### src/u4cfg_pkg.sv
// Package: register map, field layout, reset values and carriers for u4cfg
`default_nettype none
package u4cfg_pkg;

	// Register indices; byte address is four times the index
	localparam logic [9:0] IDX_PORT_ENABLE      = 10'h030;
	localparam logic [9:0] IDX_BASE_UPPER       = 10'h060;
	localparam logic [9:0] IDX_BASE_LOWER       = 10'h061;
	localparam logic [9:0] IDX_IRQ_CHANNEL      = 10'h070;
	localparam logic [9:0] IDX_LINE_MODE_CLOCK  = 10'h0f0;
	localparam logic [9:0] IDX_SLAVE_ADDRESS    = 10'h0f4;
	localparam logic [9:0] IDX_SLAVE_MASK       = 10'h0f5;
	localparam logic [9:0] IDX_ADDRESS_WAIT     = 10'h0f8;
	localparam logic [9:0] IDX_EVENT_STATUS     = 10'h0f9;
	localparam logic [9:0] IDX_EVENT_MASK       = 10'h0fa;

	// Field positions
	localparam int POS_PORT_ENABLE   = 0;
	localparam int POS_SHARE_ENABLE  = 4;
	localparam int POS_SHARE_STYLE   = 5;
	localparam int POS_NINE_BIT      = 7;
	localparam int POS_AUTO_ADDRESS  = 6;
	localparam int POS_RTS_INVERT    = 5;
	localparam int POS_HALF_DUPLEX   = 4;
	localparam int POS_ADDRESS_WAIT  = 0;

	// Strap-derived power-on values
	localparam logic [7:0] STRAP_BASE_UPPER = 8'h02;
	localparam logic [7:0] STRAP_BASE_LOWER = 8'he8;
	localparam logic [3:0] STRAP_IRQ_CHAN   = 4'h9;
	localparam logic [7:0] RESET_BYTE       = 8'h00;
	localparam logic [1:0] STRAP_LOAD_CYCLE = 2'h2;

	// Event status bits
	localparam int EV_GIVEN_HIT   = 0;
	localparam int EV_BCAST_HIT   = 1;
	localparam int EV_DISCARD     = 2;
	localparam int EV_DATA        = 3;
	localparam int EV_COUNT       = 4;

	// Clock source encodings
	localparam logic [1:0] CLK_SRC_1M8462 = 2'h0;
	localparam logic [1:0] CLK_SRC_18M    = 2'h1;
	localparam logic [1:0] CLK_SRC_24M    = 2'h2;
	localparam logic [1:0] CLK_SRC_14M    = 2'h3;

	localparam logic [1:0] RESP_OKAY   = 2'h0;
	localparam logic [1:0] RESP_SLVERR = 2'h2;

	// Received frame from the serial engine
	typedef struct packed {
		logic       ninth;
		logic [7:0] data;
	} u4cfg_frame_type;

	// Line mode and clock control register
	typedef struct packed {
		logic       nine_bit_mode_enable;
		logic       automatic_addressing_enable;
		logic       rts_invert;
		logic       half_duplex_line_mode;
		logic [1:0] dummy;
		logic       clock_source_select_high;
		logic       clock_source_select_low;
	} u4cfg_line_type;

endpackage : u4cfg_pkg
`default_nettype wire

### src/u4cfg_top.sv
// Configuration registers and nine-bit address match for the fourth port
//
// Functional notes
// [RULE_01] Enable bit 0 powers up from strap; software may change it.
// [RULE_02] Base address upper byte powers up 0x02 if strap high, else 0x00.
// [RULE_03] Base address lower byte powers up 0xE8 if strap high, else 0x00.
// [RULE_04] Interrupt channel bits 3-0 power up 0x9 with strap high, else 0.
// [RULE_05] Bit 4 selects dedicated (0) or shared (1) interrupt line.
// [RULE_06] Bit 5 selects PCI or ISA sharing; effective only while sharing.
// [RULE_07] Nine-bit mode uses the parity position as address/data marker.
// [RULE_08] Without automatic addressing, software clears address-wait.
// [RULE_09] Auto addressing clears address-wait on a given or broadcast hit.
// [RULE_10] Port answers both the given and the broadcast address.
// [RULE_11] Given address: zero mask bits are don't-care, rest match address.
// [RULE_12] Broadcast: OR of address and mask; its one bits must be one.
// [RULE_13] Half-duplex mode drives request-to-send low when receiving.
// [RULE_14] Inversion bit flips request-to-send polarity in half-duplex mode.
// [RULE_15] Two-bit field selects port clock 1.8462, 18, 24 or 14 MHz.
// [RULE_16] Slave address resets to 00h and defines recognised addresses.
// [RULE_17] Only frames marked address by the ninth bit are matched.
// [RULE_18] Data frames are discarded while the address-wait flag is set.
`timescale 1ns/1ps
`default_nettype none
module u4cfg_top
	import u4cfg_pkg::*;
(
	// Clock and reset
	input  wire logic             sys_clk,
	input  wire logic             rst_n,
	// AXI4-Lite write address and data
	input  wire logic [11:0]      s_axi_awaddr,
	input  wire logic             s_axi_awvalid,
	output var  logic             s_axi_awready,
	input  wire logic [31:0]      s_axi_wdata,
	input  wire logic [3:0]       s_axi_wstrb,
	input  wire logic             s_axi_wvalid,
	output var  logic             s_axi_wready,
	// AXI4-Lite write response
	output var  logic [1:0]       s_axi_bresp,
	output var  logic             s_axi_bvalid,
	input  wire logic             s_axi_bready,
	// AXI4-Lite read
	input  wire logic [11:0]      s_axi_araddr,
	input  wire logic             s_axi_arvalid,
	output var  logic             s_axi_arready,
	output var  logic [31:0]      s_axi_rdata,
	output var  logic [1:0]       s_axi_rresp,
	output var  logic             s_axi_rvalid,
	input  wire logic             s_axi_rready,
	// Strap pin
	input  wire logic             serial_out_strap_pin,
	// Receive frames from the serial engine
	input  wire logic             rx_frame_valid,
	input  wire u4cfg_frame_type  rx_frame,
	output var  logic             rx_data_valid,
	output var  logic [7:0]       rx_data,
	// Line direction
	input  wire logic             rx_required,
	input  wire logic             modem_rts_n,
	output var  logic             rts_out_n,
	// Configuration outputs
	output var  logic             port_enable_bit,
	output var  logic [7:0]       base_address_upper_byte,
	output var  logic [7:0]       base_address_lower_byte,
	output var  logic [3:0]       interrupt_channel_field,
	output var  logic             interrupt_sharing_enable,
	output var  logic             sharing_style_select,
	output var  u4cfg_line_type   line_control,
	output var  logic [7:0]       slave_address_value,
	output var  logic [7:0]       slave_address_mask,
	output var  logic             receive_address_wait_flag,
	// Interrupt
	output var  logic             irq
);

	// Strap capture and bus state
	logic                strap_sync1;
	logic                strap_sync2;
	logic [1:0]          load_count;
	logic                strap_load;
	logic                aw_held;
	logic                w_held;
	logic [9:0]          w_index;
	logic [7:0]          w_byte;
	logic                w_lane0;
	logic                do_write;
	logic                wr_en;
	logic                next_aw_held;
	logic                next_w_held;
	logic                next_bvalid;
	logic                next_rvalid;
	logic                ar_take;
	logic [7:0]          rd_byte;
	logic                rd_hit;
	logic [EV_COUNT-1:0] event_status;
	logic [EV_COUNT-1:0] event_mask;
	logic [EV_COUNT-1:0] event_set;
	// Address match and receive path
	logic [7:0]          bcast_pattern;
	logic                given_hit;
	logic                bcast_hit;
	logic                frame_take;
	logic                addr_frame;
	logic                deliver;
	logic                discard;
	logic                hw_wait_clear;

	// Strap passes two flops; it is caught once, a little after release
	always_ff @(posedge sys_clk or negedge rst_n) begin
		if (!rst_n) begin
			strap_sync1 <= 1'b0;
			strap_sync2 <= 1'b0;
		end else begin
			// Only the second stage is read by the load logic
			strap_sync1 <= serial_out_strap_pin;
			strap_sync2 <= strap_sync1;
		end
	end

	always_ff @(posedge sys_clk or negedge rst_n) begin
		if (!rst_n) begin
			load_count <= 2'h0;
		end else if (load_count != 2'h3) begin
			load_count <= load_count + 2'h1;
		end
	end

	// Counter parks at its top, so the strap loads once per reset
	assign strap_load = (load_count == STRAP_LOAD_CYCLE);

	// AXI4-Lite write path; address and data may arrive in either order
	// Each ready stays low while its own half is held or a response waits
	assign do_write     = aw_held & w_held & ~s_axi_bvalid;
	assign next_aw_held = (aw_held | (s_axi_awvalid & s_axi_awready))
		& ~do_write;
	assign next_w_held  = (w_held | (s_axi_wvalid & s_axi_wready))
		& ~do_write;
	assign next_bvalid  = do_write | (s_axi_bvalid & ~s_axi_bready);
	assign wr_en        = do_write & w_lane0;

	always_ff @(posedge sys_clk or negedge rst_n) begin
		if (!rst_n) begin
			aw_held       <= 1'b0;
			w_held        <= 1'b0;
			w_index       <= 10'h000;
			w_byte        <= 8'h00;
			w_lane0       <= 1'b0;
			s_axi_awready <= 1'b0;
			s_axi_wready  <= 1'b0;
			s_axi_bvalid  <= 1'b0;
			s_axi_bresp   <= RESP_OKAY;
		end else begin
			aw_held       <= next_aw_held;
			w_held        <= next_w_held;
			s_axi_awready <= ~next_aw_held & ~next_bvalid;
			s_axi_wready  <= ~next_w_held & ~next_bvalid;
			s_axi_bvalid  <= next_bvalid;
			if (s_axi_awvalid && s_axi_awready) begin
				w_index <= s_axi_awaddr[11:2];
			end
			if (s_axi_wvalid && s_axi_wready) begin
				w_byte  <= s_axi_wdata[7:0];
				w_lane0 <= s_axi_wstrb[0];
			end
			if (do_write) begin
				s_axi_bresp <= index_known(w_index) ? RESP_OKAY : RESP_SLVERR;
			end
		end
	end

	// Unmapped indices answer with an error and change nothing
	function automatic logic index_known(input logic [9:0] idx);
		case (idx)
			IDX_PORT_ENABLE, IDX_BASE_UPPER, IDX_BASE_LOWER, IDX_IRQ_CHANNEL,
			IDX_LINE_MODE_CLOCK, IDX_SLAVE_ADDRESS, IDX_SLAVE_MASK,
			IDX_ADDRESS_WAIT, IDX_EVENT_STATUS, IDX_EVENT_MASK:
				index_known = 1'b1;
			default:
				index_known = 1'b0;
		endcase
	endfunction : index_known

	// Configuration registers; a write can land as early as the strap load cycle
	// A write that lands in the load cycle is lost to the strap for the four strap-loaded fields only
	always_ff @(posedge sys_clk or negedge rst_n) begin
		if (!rst_n) begin
			port_enable_bit         <= 1'b0;
			base_address_upper_byte <= RESET_BYTE;
			base_address_lower_byte <= RESET_BYTE;
			interrupt_channel_field <= 4'h0;
		end else if (strap_load) begin
			port_enable_bit         <= strap_sync2;             // [RULE_01]
			base_address_upper_byte <= strap_sync2 ?
				STRAP_BASE_UPPER : RESET_BYTE;                  // [RULE_02]
			base_address_lower_byte <= strap_sync2 ?
				STRAP_BASE_LOWER : RESET_BYTE;                  // [RULE_03]
			interrupt_channel_field <= strap_sync2 ?
				STRAP_IRQ_CHAN : 4'h0;                          // [RULE_04]
		end else if (wr_en) begin
			case (w_index)
				IDX_PORT_ENABLE:
					port_enable_bit <= w_byte[POS_PORT_ENABLE];  // [RULE_01]
				IDX_BASE_UPPER:
					base_address_upper_byte <= w_byte;           // [RULE_02]
				IDX_BASE_LOWER:
					base_address_lower_byte <= w_byte;           // [RULE_03]
				IDX_IRQ_CHANNEL:
					interrupt_channel_field <= w_byte[3:0];      // [RULE_04]
				default: begin
				end
			endcase
		end
	end

	always_ff @(posedge sys_clk or negedge rst_n) begin
		if (!rst_n) begin
			// Plain fields take constants only; no strap here
			interrupt_sharing_enable <= 1'b0;
			sharing_style_select     <= 1'b0;
			line_control             <= '0;
			slave_address_value      <= RESET_BYTE;
			slave_address_mask       <= RESET_BYTE;
			event_mask               <= '0;
		end else if (wr_en) begin
			case (w_index)
				IDX_IRQ_CHANNEL: begin
					interrupt_sharing_enable <= w_byte[POS_SHARE_ENABLE]; // [RULE_05]
					sharing_style_select     <= w_byte[POS_SHARE_STYLE];  // [RULE_06]
				end
				IDX_LINE_MODE_CLOCK:
					line_control <= w_byte;      // [RULE_07] [RULE_13] [RULE_15]
				IDX_SLAVE_ADDRESS:
					slave_address_value <= w_byte;               // [RULE_16]
				IDX_SLAVE_MASK:
					slave_address_mask <= w_byte;
				IDX_EVENT_MASK:
					event_mask <= w_byte[EV_COUNT-1:0];
				default: begin
				end
			endcase
		end
	end

	// Address matching on received address frames
	assign bcast_pattern = slave_address_value | slave_address_mask; // [RULE_12]
	assign given_hit = ((rx_frame.data ^ slave_address_value)
		& slave_address_mask) == 8'h00;                            // [RULE_11]
	assign bcast_hit = (rx_frame.data & bcast_pattern)
		== bcast_pattern;                                          // [RULE_12]

	// A disabled port ignores every frame, address or data
	assign frame_take = rx_frame_valid & port_enable_bit;
	assign addr_frame = frame_take & line_control.nine_bit_mode_enable
		& rx_frame.ninth;                                          // [RULE_17]
	assign discard    = frame_take & line_control.nine_bit_mode_enable
		& ~rx_frame.ninth & receive_address_wait_flag;             // [RULE_18]
	assign deliver    = frame_take & ~addr_frame & ~discard;         // [RULE_07]
	// Without automatic addressing only software clears the flag
	assign hw_wait_clear = addr_frame
		& line_control.automatic_addressing_enable
		& (given_hit | bcast_hit);                      // [RULE_09] [RULE_10]

	// Software sets or clears the wait flag; a software set beats a match clear
	always_ff @(posedge sys_clk or negedge rst_n) begin
		if (!rst_n) begin
			receive_address_wait_flag <= 1'b0;
		end else if (wr_en && w_index == IDX_ADDRESS_WAIT) begin
			receive_address_wait_flag <= w_byte[POS_ADDRESS_WAIT]; // [RULE_08]
		end else if (hw_wait_clear) begin
			receive_address_wait_flag <= 1'b0;                     // [RULE_09]
		end
	end

	// Address frames and dropped data never reach the buffer
	always_ff @(posedge sys_clk or negedge rst_n) begin
		if (!rst_n) begin
			rx_data_valid <= 1'b0;
			rx_data       <= 8'h00;
		end else begin
			rx_data_valid <= deliver;                              // [RULE_18]
			if (deliver) begin
				rx_data <= rx_frame.data;
			end
		end
	end

	// Sticky events, write one to clear; a new event wins over the clear
	// Hits are logged on every address frame, automatic or not
	always_comb begin
		event_set               = '0;
		event_set[EV_GIVEN_HIT] = addr_frame & given_hit;          // [RULE_10]
		event_set[EV_BCAST_HIT] = addr_frame & bcast_hit;          // [RULE_10]
		event_set[EV_DISCARD]   = discard;
		event_set[EV_DATA]      = deliver;
	end

	always_ff @(posedge sys_clk or negedge rst_n) begin
		if (!rst_n) begin
			event_status <= '0;
		end else if (wr_en && w_index == IDX_EVENT_STATUS) begin
			event_status <= (event_status & ~w_byte[EV_COUNT-1:0]) | event_set;
		end else begin
			event_status <= event_status | event_set;
		end
	end

	// Registered level; it trails the status by one cycle
	always_ff @(posedge sys_clk or negedge rst_n) begin
		if (!rst_n) begin
			irq <= 1'b0;
		end else begin
			irq <= |(event_status & event_mask);
		end
	end

	// Direction control; registered so the pin never glitches on decode
	// The cost is one cycle of lag behind the direction request
	always_ff @(posedge sys_clk or negedge rst_n) begin
		if (!rst_n) begin
			rts_out_n <= 1'b1;
		end else if (line_control.half_duplex_line_mode) begin
			rts_out_n <= line_control.rts_invert ? rx_required
				: ~rx_required;                         // [RULE_13] [RULE_14]
		end else begin
			rts_out_n <= modem_rts_n;
		end
	end

	// AXI4-Lite read path
	// One read at a time: arready stays low while data waits
	assign ar_take     = s_axi_arvalid & s_axi_arready;
	assign next_rvalid = ar_take | (s_axi_rvalid & ~s_axi_rready);

	// Reserved bits read as zero except line mode bits 3-2, which read back as written; unmapped indices read zero
	always_comb begin
		rd_byte = 8'h00;
		rd_hit  = 1'b1;
		case (s_axi_araddr[11:2])
			IDX_PORT_ENABLE:     rd_byte = {7'h00, port_enable_bit};
			IDX_BASE_UPPER:      rd_byte = base_address_upper_byte;
			IDX_BASE_LOWER:      rd_byte = base_address_lower_byte;
			IDX_IRQ_CHANNEL:     rd_byte = {2'h0, sharing_style_select,
				interrupt_sharing_enable, interrupt_channel_field};
			IDX_LINE_MODE_CLOCK: rd_byte = line_control;
			IDX_SLAVE_ADDRESS:   rd_byte = slave_address_value;
			IDX_SLAVE_MASK:      rd_byte = slave_address_mask;
			IDX_ADDRESS_WAIT:    rd_byte = {7'h00, receive_address_wait_flag};
			IDX_EVENT_STATUS:    rd_byte = {4'h0, event_status};
			IDX_EVENT_MASK:      rd_byte = {4'h0, event_mask};
			default:             rd_hit  = 1'b0;
		endcase
	end

	always_ff @(posedge sys_clk or negedge rst_n) begin
		if (!rst_n) begin
			s_axi_arready <= 1'b0;
			s_axi_rvalid  <= 1'b0;
			s_axi_rdata   <= 32'h0000_0000;
			s_axi_rresp   <= RESP_OKAY;
		end else begin
			s_axi_arready <= ~next_rvalid;
			s_axi_rvalid  <= next_rvalid;
			// Data is captured at the take and held until rready
			if (ar_take) begin
				s_axi_rdata <= {24'h000000, rd_byte};
				s_axi_rresp <= rd_hit ? RESP_OKAY : RESP_SLVERR;
			end
		end
	end

endmodule : u4cfg_top
`default_nettype wire

### config.mk
export PLATFORM = sky130hd
export DESIGN_NAME = u4cfg_top
export DESIGN_NICKNAME = d
export VERILOG_FILES = /design/src/u4cfg_pkg.sv /design/src/u4cfg_top.sv
export SDC_FILE = /design/constraint.sdc
export NUM_CORES = 1
export LEC_CHECK = 0
export BUFFER_PORTS_ARGS = -buffer_cell sky130_fd_sc_hd__buf_2
export CELL_PAD_IN_SITES_DETAIL_PLACEMENT = 2
export CELL_PAD_IN_SITES_GLOBAL_PLACEMENT = 2
export CORE_ASPECT_RATIO = 1.75
export CORE_UTILIZATION = 25
export CTS_CLUSTER_SIZE = 12
export DETAILED_ROUTE_END_ITERATION = 10
export PLACE_DENSITY_LB_ADDON = 0.3
export SYNTH_ARGS = -nofsm -noshare
export SYNTH_HDL_FRONTEND = slang
export SYNTH_SLANG_ARGS = --single-unit
### constraint.sdc
create_clock -name sys_clk -period 2.78 [get_ports sys_clk]
set_clock_uncertainty 0.15 [all_clocks]
set_input_delay 0.139 -clock sys_clk [delete_from_list [all_inputs] [get_ports sys_clk]]
set_output_delay 0.139 -clock sys_clk [all_outputs]
set_load 0.1 [all_outputs]
-- Word level (Yosys, flattened, before mapping)
Cells that the tools add are included.
- output and inout bits: 100
- register bits after elaboration: 109
- multiplexer cells: 26
- add/subtract/negate cells: 1
- equal/unequal tests: 23
- reduce and logical (&&, ||, !) cells: 23
- bitwise logic cells: 49
- operator list (cell ; count):
    $eq 10x8->1 const B ; 12
    $pmux 8 s10 ; 1
    $eq 10x7->1 const B ; 6
    $mux 8 ; 7
    $and 1x1->1 ; 23
    $eq 10x6->1 const B ; 2
    $mux 4 ; 5
    $reduce_or 10->1 ; 2
    $reduce_and 2->1 ; 9
    $and 8x8->8 ; 2
    $not 1->1 ; 12
    $reduce_bool 2->1 ; 6
    $mux 1 ; 10
    $and 4x4->4 ; 2
    $eq 8x8->1 ; 1
    $logic_not 8->1 ; 1
    $or 4x4->4 ; 2
    $or 8x8->8 ; 1
    $xor 8x8->8 ; 1
    $mux 2 ; 3
    $or 1x1->1 ; 5
    $logic_and 1x1->1 ; 4
    $not 4->4 ; 1
    $reduce_or 4->1 ; 1
    other kinds (3) ; 3

-- Longest topological paths before layout
Gate-level depths: netlist of run 1.
- depth after elaboration: 8
- gate-level depth with buffers: 8

-- Worst setup path after synthesis of run 1
No wires, ideal clock.
- path kind: reg-to-reg
- from: register s_axi_bvalid
- to: register base_address_upper_byte[1]
- path slack: 361 ps
- arrival: 2129 ps
- stages on the path, launching flop included: 8
- data required time: 2490 ps
- setup time: 140 ps
- buffers on the path: 2
- cells stage by stage: dfrtp_1 -> and3b_1 -> buf_2 -> nand3b_2 -> or3_1 -> buf_2 -> mux2i_1 -> a21oi_1
- word-level cells in the longest chain between the ends: 5
- RTL lines (item ; line ; text):
    start, declared ; u4cfg_top.sv:40 ; output var logic s_axi_bvalid,
    start signal, assigned ; u4cfg_top.sv:157 ; s_axi_bvalid <= next_bvalid;
    $not 1->1 ; u4cfg_top.sv:133 ; assign do_write = aw_held & w_held & ~s_axi_bvalid;
    $and 1x1->1 ; u4cfg_top.sv:133 ;
    $and 1x1->1 ; u4cfg_top.sv:139 ; assign wr_en = do_write & w_lane0;
    $reduce_bool 2->1 (no line) ; -- ;
    $reduce_and 2->1 (no line) ; -- ;
    end signal, assigned ; u4cfg_top.sv:193 ; base_address_upper_byte <= strap_sync2 ?
    end signal, assigned ; u4cfg_top.sv:204 ; base_address_upper_byte <= w_byte;
    end, declared ; u4cfg_top.sv:63 ; output var logic [7:0] base_address_upper_byte,
Every way passes these cells.
A chain may end at the register's enable or synchronous reset.

-- Worst setup path after layout of run 1
- from: register s_axi_bvalid
- to: register slave_address_value[5]
- word-level cells in the longest chain between the ends: 4
- RTL lines (item ; line ; text):
    $not 1->1 ; u4cfg_top.sv:133 ;
    $and 1x1->1 ; u4cfg_top.sv:133 ;
    $and 1x1->1 ; u4cfg_top.sv:139 ;
    $reduce_and 2->1 (no line) ; -- ;
    end signal, assigned ; u4cfg_top.sv:233 ; slave_address_value <= w_byte;
    end, declared ; u4cfg_top.sv:69 ; output var logic [7:0] slave_address_value,
Every way passes these cells.

==> metrics, run 1 <==
hold path endpoint=event_status[2]; clock share of power=26.9%; Worst R2R Setup Slack=460 ps; Top Family by Delay on Critical Path=simple AND/OR/NAND/NOR gates; leakage=3.34 nW; H-tree depth=3; Final Hold Viols=0; fin area=6810 µm²; core area=20800 µm²; CTS Buffer Depth=2; CP cell instances=and3b_1 > nand3b_2 > nor3_1 > nand2_1 > mux2_2; first-pass GRT wire length=28500 µm; Critical R2R Capture=slave_address_value[5]; Reg power frac=45.3%; Worst IR Drop VDD=0.482 mV; post-CTS setup buffers=0; Reg2Reg Depth=5; Async SR Flop Fraction=100%; EDFF count, synth=0; # setup viols final=0; area share of the largest cell type after synthesis=50.1%; GRT Total Usage=17.6%; pre-CTS WS=459 ps; drt via density=4.79; Die ar.=21800 µm²; TritonCTS clock tree=done; sequential element share of the synthesized area=50.6%; Placer Congestion=0.819; worst path required time=2860 ps; Hold Path Class=in2reg; DR DRC count=8; min cycle time layout=2320 ps; Rows=70; dpl cell area=6140 µm²; power share of the combinational group=27.7%; PortBufs=122; register clock-pin slew on the reported worst setup and hold paths=70 ps; final-report max-slew violation count=0; clock sink count=107; synth-to-layout area growth=28.5%; final design utilization=32.7%; top cell type by total area after synthesis=dfrtp_1; post-cts resize count=0; Via Count=4286; synthesized instance count=473; status=complete, but fails checks; Die X-Extent=112 µm; grt ovf=0; Slew @ Worst Pin=679 ps; Critical-path top delay cell=mux2_2; hold path start=rx_frame_valid; Distinct cells, synth=60; pin count of the biggest net entering global routing=48; initial antenna violation count=1; Mapped Area=5300 µm²; delay of the slowest cell on the worst path=410 ps; crit path max fanout=8; count leader, synth=dfrtp_1; Max Cap Violations=0; critical path capture point type=flip-flop; Ports=180; fin cells=894; CP Class=reg2reg; WP buf/inv=0; final hold slack=124 ps; final net count=718; Setup TNS=0 ps; Top FF cell, synth=dfrtp_1; Synth Warn #=0; 1st-pass router iterations=7; Initial Utilization=25.4%; Yosys reg bits=107; placed cells=840; Avg Inst Size Synth=11.2 µm²; clk_lat worst skew=350 ps; Tcrit/Tclk final=83.4%; fillers=2304; Setup crit start kind=flip-flop; die height=195 µm; Power Density=708 nW/µm²; Worst Path Arrival=2400 ps; FMAX=0.432 GHz; 1st-iter DRT viols=74; Psw=1.94 mW; Sw Ratio=40.3%; most common library cells after synthesis=dfrtp_1 (106), mux2_2 (55), nand2_1 (52); Power Total=4.82 mW; post-detail-place hpwl=14400 µm; RR Startpoint=s_axi_bvalid; vias in the first global route=4783; Area contributors post-synth=dfrtp_1 (50%), mux2_2 (12%), mux2i_1 (5.9%); hold depth=3; Routed Antenna Nets=0; Total Wirelength=18500 µm; Post-CTS Hold Buffers=37; CTS Buf Count=9; PnR worst setup slack=463 ps; normalized max-slew margin=54.3%; post-DR wirelength/cell=20.7 µm; Pint=2.88 mW; Root Buffer=clkbuf_16; failing checks=design-rule violations; RSZ-0062 raised after global routing=no; share of cells above drive strength 1=34.3%
## worst register-to-register path: cells and delay by family, from the launching register on
kind	cells	cell delay [ps]
flip-flops	1	390
multiplexers	1	420
AND/OR/NAND/NOR	4	1240
## flip-flops by register name (all words and copies together), names as in the netlist, 2 cells and up
register and cells:
base_address_lower_byte 8, event_mask 4, line_control 8, s_axi_rdata 8
rx_data 8, slave_address_mask 8, load_count 2, w_byte 8
interrupt_channel_field 4, event_status 4, base_address_upper_byte 8, slave_address_value 8
w_index 10
## placed cells by master, fill, tap and decap left out, types with 6 or more instances in the layout
cell type      count
buf_2            121
dfrtp_1          106
mux2_2            55
nand2_1           52
dlygate4sd3_1     37
mux2i_1           31
nor2_1            30
conb_1            26
a21oi_1           14
a22oi_1           13
nand3_1           10
inv_1              9
clkbuf_16          9
buf_4              9
xor2_1             8
o21ai_0            8
nor3_1             7
nor2b_1            6
## cells by family after synthesis
| logic type | after synthesis | synth area share (%) |
|---|---|---|
| AOI/OAI and AO/OA | 72 | 9.49 |
| xor gates and xnor gates | 10 | 1.65 |
| adders and majority gates | 2 | 0.472 |
| buffers and inverters | 52 | 5.69 |
| DFF | 107 | 50.6 |
| muxes | 86 | 17.5 |
| other | 1 | 0.0708 |
| and+or+nand+nor | 143 | 14.5 |
## power groups by stage
stage | combinational, mW | clock (mW) | sequential (mW)
after floorplan | 0.683 | 0 | 2.45
after detailed placement | 1.31 | 0 | 2.23
after global placement | 1.27 | 0 | 2.21
after CTS | 1.35 | 1.35 | 2.20
after global routing | 1.41 | 1.39 | 2.24
final | 1.34 | 1.30 | 2.19
## area by class of cell
class | instances | area (µm²) | area share [%]
antenna | 1 | 2.50 | 0.0367
sequential | 107 | 2680 | 39.3
clock inverter | 4 | 50.0 | 0.735
tap | 252 | 315 | 4.63
inverter | 11 | 41.3 | 0.606
timing repair buffer | 168 | 1060 | 15.6
clock buffer | 12 | 246 | 3.62
multi-input combinational | 339 | 2410 | 35.4
## routing by layer
layer	vias up	GRT usage [%]	wire (µm)
met4	0	8.10	563
met2	107	33.2	10300
li1	1973	-	-
met5	-	0	0
met3	23	2.18	504
met1	2183	19.3	7150
## worst max path at each step
stage | startpoint | to | cells past startpoint
6_report | s_axi_bvalid | slave_address_value[5] | 5
4_1_cts | s_axi_bvalid | slave_address_value[7] | 5
3_5_place_dp | s_axi_bvalid | slave_address_value[7] | 5
3_3_place_gp | w_index[2] | base_address_upper_byte[1] | 5
2_1_floorplan | s_axi_bvalid | base_address_upper_byte[1] | 7
5_1_grt | s_axi_bvalid | slave_address_value[5] | 5
(Power assumes the default switching activity.)
==> run 2, diff against run 1 <==
--- a/config.mk
+++ b/config.mk
@@ -5,6 +5,7 @@
 export SDC_FILE = /design/constraint.sdc
 export NUM_CORES = 1
 export LEC_CHECK = 0
+export ABC_AREA = 1
 export BUFFER_PORTS_ARGS = -buffer_cell sky130_fd_sc_hd__buf_2
 export CELL_PAD_IN_SITES_DETAIL_PLACEMENT = 2
 export CELL_PAD_IN_SITES_GLOBAL_PLACEMENT = 2
==> constraint.sdc (replaced) <==
create_clock -name sys_clk -period 2.3 [get_ports sys_clk]
set_clock_uncertainty 0.15 [all_clocks]
set_input_delay 0.115 -clock sys_clk [delete_from_list [all_inputs] [get_ports sys_clk]]
set_output_delay 0.115 -clock sys_clk [all_outputs]
set_load 0.1 [all_outputs]
==> metrics, run 2 <==
Pint=3.33 mW (+16%); Hold Path Class=in2reg; most common cell after layout, fill and taps aside=nand2_1; min cycle time layout=1950 ps (-372 ps); RSZ-0062 raised after global routing=no; combinational family with the most area after synthesis=simple AND/OR/NAND/NOR gates; Reg power frac=39.2% (-6.1 points); multiplexer area fraction after synthesis=0% (-18 points); most common library cells after synthesis=nand2_1 (238), dfrtp_1 (106), o21ai_0 (73); Root Buffer=clkbuf_16; pin count of the biggest net entering global routing=44 (-8.3%); Sw Ratio=44.1% (+3.8 points); CTS Buf Count=9 (unchanged); CP cell instances=nor2_2 > nand3_1 > inv_1 > nand2_1 > nor2_2 > nor2_2 > nand2_1 > o21ai_2; Ports=180 (unchanged); grt ovf=0 (unchanged); leakage=3.73 nW (+12%); status=complete, but fails checks; # setup viols final=0 (unchanged); Rows=71 (+1.4%); Die ar.=22600 µm² (+3.4%); Async SR Flop Fraction=100% (unchanged); TritonCTS clock tree=done; drt via density=4.55 (-5.1%); Power Total=5.96 mW (+24%); RR Startpoint=w_index[1]; first-pass GRT wire length=32600 µm (+14%); Via Count=5329 (+24%); register clock-pin slew on the reported worst setup and hold paths=80 ps (about the same); final-report max-slew violation count=0 (unchanged); sequential element share of the synthesized area=48.9% (-1.7 points); PortBufs=122 (unchanged); post-CTS setup buffers=0 (unchanged); Mapped Area=5480 µm² (+3.5%); power share of the combinational group=34.9% (+7.2 points); complex-gate fraction of the synthesized area=9.63% (+0.14 points); Avg Inst Size Synth=7.79 µm² (-30%); Reg2Reg Depth=8 (+3); final net count=956 (+33%); Placer Congestion=0.815 (-0.52%); Area contributors post-synth=dfrtp_1 (48%), nand2_1 (16%), o21ai_0 (6.7%); delay of the slowest cell on the worst path=400 ps (about the same); vias in the first global route=5877 (+23%); top cell type by total area after synthesis=dfrtp_1; Setup crit end=base_address_upper_byte[2]; CP startpoint=w_index[1]; clock sink count=107 (unchanged); Final Hold Viols=1 (+1); synthesized instance count=704 (+49%); Initial Utilization=25.5% (+0.083 points); failing checks=negative hold slack; highest-count cells in the layout ignoring fill and taps=nand2_1 (238), buf_2 (121), dfrtp_1 (106); initial antenna violation count=0 (-1); CTS Buffer Depth=2 (unchanged); critical path capture point type=flip-flop; Critical R2R Capture=base_address_upper_byte[2]; xor/xnor share of the synthesized area=0.319% (-1.3 points); Max Cap Violations=0 (unchanged); Worst IR Drop VDD=0.548 mV (+14%); CP Class=reg2reg; Distinct cells, synth=33 (-45%); EDFF count, synth=0 (unchanged); Setup crit start kind=flip-flop; Total Wirelength=21000 µm (+14%); count leader, synth=nand2_1; final design utilization=32.9% (+0.20 points); max reg flops=10 (unchanged); Top reg by flops=w_index; synth-to-layout area growth=28.9%; Psw=2.63 mW (+35%); DR DRC count=0 (-8); Critical-path top delay cell=dfrtp_1; post-DR wirelength/cell=17.9 µm (-13%); 1st-iter DRT viols=154 (+110%); worst path required time=2370 ps (-490 ps); Tcrit/Tclk final=84.6% (+1.2 points); Die X-Extent=114 µm (+1.7%); Yosys reg bits=107 (unchanged); post-detail-place hpwl=16600 µm (+16%); Power Density=843 nW/µm² (+19%); Top FF cell, synth=dfrtp_1; Worst R2R Setup Slack=350 ps (-110 ps); fraction of the mapped netlist area in simple logic gates=31.0% (+16 points); CP dominant cell by count=nor2_2; core area=21500 µm² (+3.1%); Slew @ Worst Pin=675 ps (-4.37 ps); Routed Antenna Nets=0 (unchanged); FMAX=0.514 GHz (+19%); WP buf/inv=1 (+1); die height=198 µm (+1.7%); final hold slack=-3.76 ps (-128 ps); H-tree depth=3 (unchanged); crit path max fanout=11 (+3); WP depth=8 (+3); area share of the largest cell type after synthesis=48.4% (-1.7 points); clock share of power=25.9% (-1.0 points); antenna cells=0 (-1); Synth Area in Adders=0.456% (-0.016 points); Top Family by Delay on Critical Path=simple AND/OR/NAND/NOR gates; clk_lat worst skew=360 ps (about the same); Worst Path Arrival=2010 ps (-390 ps); normalized max-slew margin=55.0% (+0.71 points); Synth Warn #=0 (unchanged); 1st-pass router iterations=4 (-3); share of cells above drive strength 1=21.7% (-13 points); GRT Total Usage=19.5% (+2.0 points); Setup TNS=0 ps (unchanged)
==> run 2: changes by cell type after synthesis, moves of 15 or more <==
| cell | delta |
|---|---|
| nor2_1 | +28 |
| nand2_1 | +186 |
| o21ai_0 | +65 |
| inv_1 | +58 |
| mux2_2 | -55 |
| nand4_1 | +15 |
| nand3_1 | +32 |
| mux2i_1 | -31 |
==> run 2: final cells by class <==
cell class / count / area [µm²]
Tap cell: 292 / 365
Sequential cell: 107 / 2680
Inverter: 72 / 270
Timing Repair Buffer: 171 / 1090
Fill cell: 2566 / 14400
Multi-Input combinational cell: 513 / 2370
Clock inverter: 5 / 35.0
Clock buffer: 11 / 253
==> run 2: how the worst min path moves through the flow <==
stage              startpoint                          to  slack (ps)  cells after the start
6_report        s_axi_awvalid                  w_index[9]          -4                      4
5_1_grt         s_axi_awvalid                  w_index[9]          40                      4
4_1_cts        rx_frame_valid             event_status[2]           6                      5
3_5_place_dp            rst_n    interrupt_sharing_enable          40                      1
3_3_place_gp            rst_n  base_address_lower_byte[4]          40                      1
2_1_floorplan           rst_n                     aw_held        -330                      0
==> run 2: tightest hold or removal path, stage by stage <==
cell	delay (ps)
buf_2	70
nand2_1	130
nand2_1	90
nand2_1	50
==> run 2: power by group through the flow <==
stage / Clock, mW / Sequential, mW / Combinational, mW
after floorplan: 0 / 2.94 / 0.878
after global placement: 0 / 2.36 / 2.02
after detailed placement: 0 / 2.37 / 2.05
after CTS: 1.59 / 2.34 / 2.11
after global routing: 1.65 / 2.37 / 2.24
final: 1.54 / 2.33 / 2.08
==> run 2: per-stage QoR <==
step / cells / setup WS (ps) / area, µm²
5_1_grt: 1171 / 129 / 7070
3_3_place_gp: 1120 / 314 / 6430
6_report: 1171 / 355 / 7070
3_5_place_dp: 1120 / 192 / 6430
4_1_cts: 1171 / 138 / 7060
2_1_floorplan: 729 / 119 / 5580
==> run 2: kinds of logic (layout without fill, tap and decap cells) <==
logic type      count (synthesis)  count (layout)
buf+inv                       109             259
xor+xnor                        2               2
fa+ha+maj                       2               2
other cells                     1              26
simple gates                  386             386
compound gates                 97              97
flops                         107             107
==> run 2: timing repair <==
item | CTS | global route
endpoints found under the setup margin | 0 | 2
hold buffers | 35 | 0
resized for setup | 0 | 1
hold endpoints to repair | 75 | 0
==> run 2: layer usage <==
layer	routed length [µm]	global-route usage [%]	vias to the layer above	share of wire, %
met5	0	0	-	0
met4	962	10.4	0	4.6
met3	585	2.39	40	2.8
met2	12100	39.0	124	58
met1	7320	18.9	2631	35
li1	-	-	2534	-
==> run 3, diff against run 2 <==
--- a/config.mk
+++ b/config.mk
@@ -5,7 +5,7 @@
 export SDC_FILE = /design/constraint.sdc
 export NUM_CORES = 1
 export LEC_CHECK = 0
-export ABC_AREA = 1
+export ABC_AREA = 0
 export BUFFER_PORTS_ARGS = -buffer_cell sky130_fd_sc_hd__buf_2
 export CELL_PAD_IN_SITES_DETAIL_PLACEMENT = 2
 export CELL_PAD_IN_SITES_GLOBAL_PLACEMENT = 2
==> constraint.sdc (replaced) <==
create_clock -name sys_clk -period 1.9 [get_ports sys_clk]
set_clock_uncertainty 0.15 [all_clocks]
set_input_delay 0.095 -clock sys_clk [delete_from_list [all_inputs] [get_ports sys_clk]]
set_output_delay 0.095 -clock sys_clk [all_outputs]
set_load 0.1 [all_outputs]
==> metrics, run 3 (synthesis gave the netlist of run 1 again) <==
crit path max fanout=8 (-3); Max Cap Violations=0 (unchanged); first-pass GRT wire length=30900 µm (-5.2%); die height=195 µm (-1.7%); 1st-pass router iterations=9 (+5); met2 routed WL=11700 µm (-3.4%); RSZ-0062 raised after global routing=yes; GRT Total Usage=19.0% (-0.56 points); Die X-Extent=112 µm (-1.7%); drt via density=4.84 (+6.3%); synth-to-layout area growth=41.6%; Placer Congestion=0.794 (-2.6%); Critical R2R Capture=line_control[3]; max reg flops=10 (unchanged); Setup crit start kind=flip-flop; # setup viols final=55 (+55); clock sink count=107 (unchanged); Power Density=1020 nW/µm² (+21%); fillers=2286 (-11%); pin count of the biggest net entering global routing=36 (-18%); critical path capture point type=flip-flop; RR Startpoint=s_axi_bvalid; Initial Utilization=25.4% (-0.083 points); Via Count=4607 (-14%); CTS Buf Count=9 (unchanged); Hold Path Class=in2async; Total Wirelength=20700 µm (-1.5%); grt ovf=0 (unchanged); post-DR wirelength/cell=21.7 µm (+21%); post-detail-place hpwl=15400 µm (-7.1%); Slew @ Worst Pin=568 ps (-107 ps); M1 wire length=7650 µm (+4.6%); leakage=3.72 nW (-0.38%); PortBufs=122 (unchanged); status=complete, but fails checks; CTS Buffer Depth=2 (unchanged); fin cells=952 (-19%); pre-CTS WS=-159 ps (-351 ps); Die ar.=21800 µm² (-3.3%); FMAX=0.483 GHz (-6.0%); failing checks=design-rule violations, negative setup slack; Top reg by flops=w_index; CP Class=reg2reg; placed cells=884 (-21%); min cycle time layout=2070 ps (+123 ps); Setup TNS=-4570 ps (-4570 ps); DR DRC count=7 (+7); Worst IR Drop VDD=0.779 mV (+42%); Worst R2R Setup Slack=-170 ps (-520 ps); highest-count cells in the layout ignoring fill and taps=buf_2 (121), dfrtp_1 (81), buf_4 (57); Root Buffer=clkbuf_16; Tcrit/Tclk final=109% (+24 points); share of cells above drive strength 1=45.8% (+24 points); most common cell after layout, fill and taps aside=buf_2; Reg2Reg Depth=5 (-3); final net count=775 (-19%); WL met3=579 µm (-1.0%); 1st-iter DRT viols=115 (-25%); vias in the first global route=5111 (-13%); PnR worst setup slack=-169 ps (-523 ps); DR top layer=met4; Routed Antenna Nets=0 (unchanged); Final Hold Viols=0 (-1); normalized max-slew margin=62.2% (+7.2 points); H-tree depth=3 (unchanged); worst path required time=1990 ps (-380 ps); core area=20800 µm² (-3.0%); initial antenna violation count=2 (+2); TritonCTS clock tree=done; register clock-pin slew on the reported worst setup and hold paths=70 ps (about the same); final-report max-slew violation count=0 (unchanged); clk_lat worst skew=360 ps (about the same); Worst Path Arrival=2160 ps (+150 ps); Rows=70 (-1.4%); Ports=180 (unchanged)
## run 3: stage by stage
| step | power [mW] | instance area (µm²) | utilization [%] | hold WS, ps |
|---|---|---|---|---|
| 3_5_place_dp | 5.44 | 6570 | 31.5 | -80.7 |
| 5_1_grt | 7.96 | 7500 | 36.0 | 78.2 |
| 4_1_cts | 7.54 | 7330 | 35.2 | 67.3 |
| 3_3_place_gp | 5.32 | 6570 | 31.5 | -86.9 |
| 2_1_floorplan | 4.65 | 5470 | - | -351 |
| 6_report | 7.65 | 7500 | 36.0 | 71.2 |
## run 3: worst max path at each step
| stage | start | endpoint | slack, ps | cells past startpoint |
|---|---|---|---|---|
| 2_1_floorplan | s_axi_bvalid | base_address_upper_byte[1] | -180 | 7 |
| 3_3_place_gp | w_index[2] | base_address_upper_byte[1] | -70 | 6 |
| 3_5_place_dp | s_axi_bvalid | event_status[2] | -160 | 6 |
| 4_1_cts | s_axi_bvalid | port_enable_bit | -100 | 5 |
| 5_1_grt | s_axi_bvalid | line_control[3] | -250 | 5 |
| 6_report | s_axi_bvalid | line_control[3] | -170 | 5 |
## run 3: power breakdown
group	leakage [nW]	switching (mW)	internal (mW)
Clock	0.143	0.899	1.03
Sequential	1.33	0.595	2.62
Combinational	2.24	1.68	0.828
## run 3: cell type report
type | instances | area [µm²] | area share (%)
timing repair buffer | 225 | 1560 | 20.8
clock buffer | 10 | 229 | 3.05
inverter | 11 | 41.3 | 0.550
tap | 252 | 315 | 4.20
sequential | 107 | 2720 | 36.2
clock inverter | 6 | 65.1 | 0.867
multi-input combinational | 339 | 2570 | 34.2
antenna | 2 | 5.00 | 0.0667
## run 3: timing repair
item / 4_1_cts / 5_1_grt
endpoints found under the setup margin: 56 / 57
pin swaps: 6 / 14
buffers inserted: 4 / 7
resized for setup: 13 / 17
hold endpoints to repair: 145 / 0
gates cloned: 0 / 1
hold buffers: 38 / 0
## run 3: routing by layer
metal / global-route usage, % / up-vias
met4: 9.14 / 0
met5: 0 / -
met2: 36.5 / 115
met3: 2.28 / 27
met1: 20.1 / 2371
li1: - / 2094
## run 3: critical path, stage by stage (launching register included)
cell	delay (ps)
dfrtp_4	470
and3b_2	320
nand3b_4	150
nor3_2	290
nand2_2	230
mux2_2	330
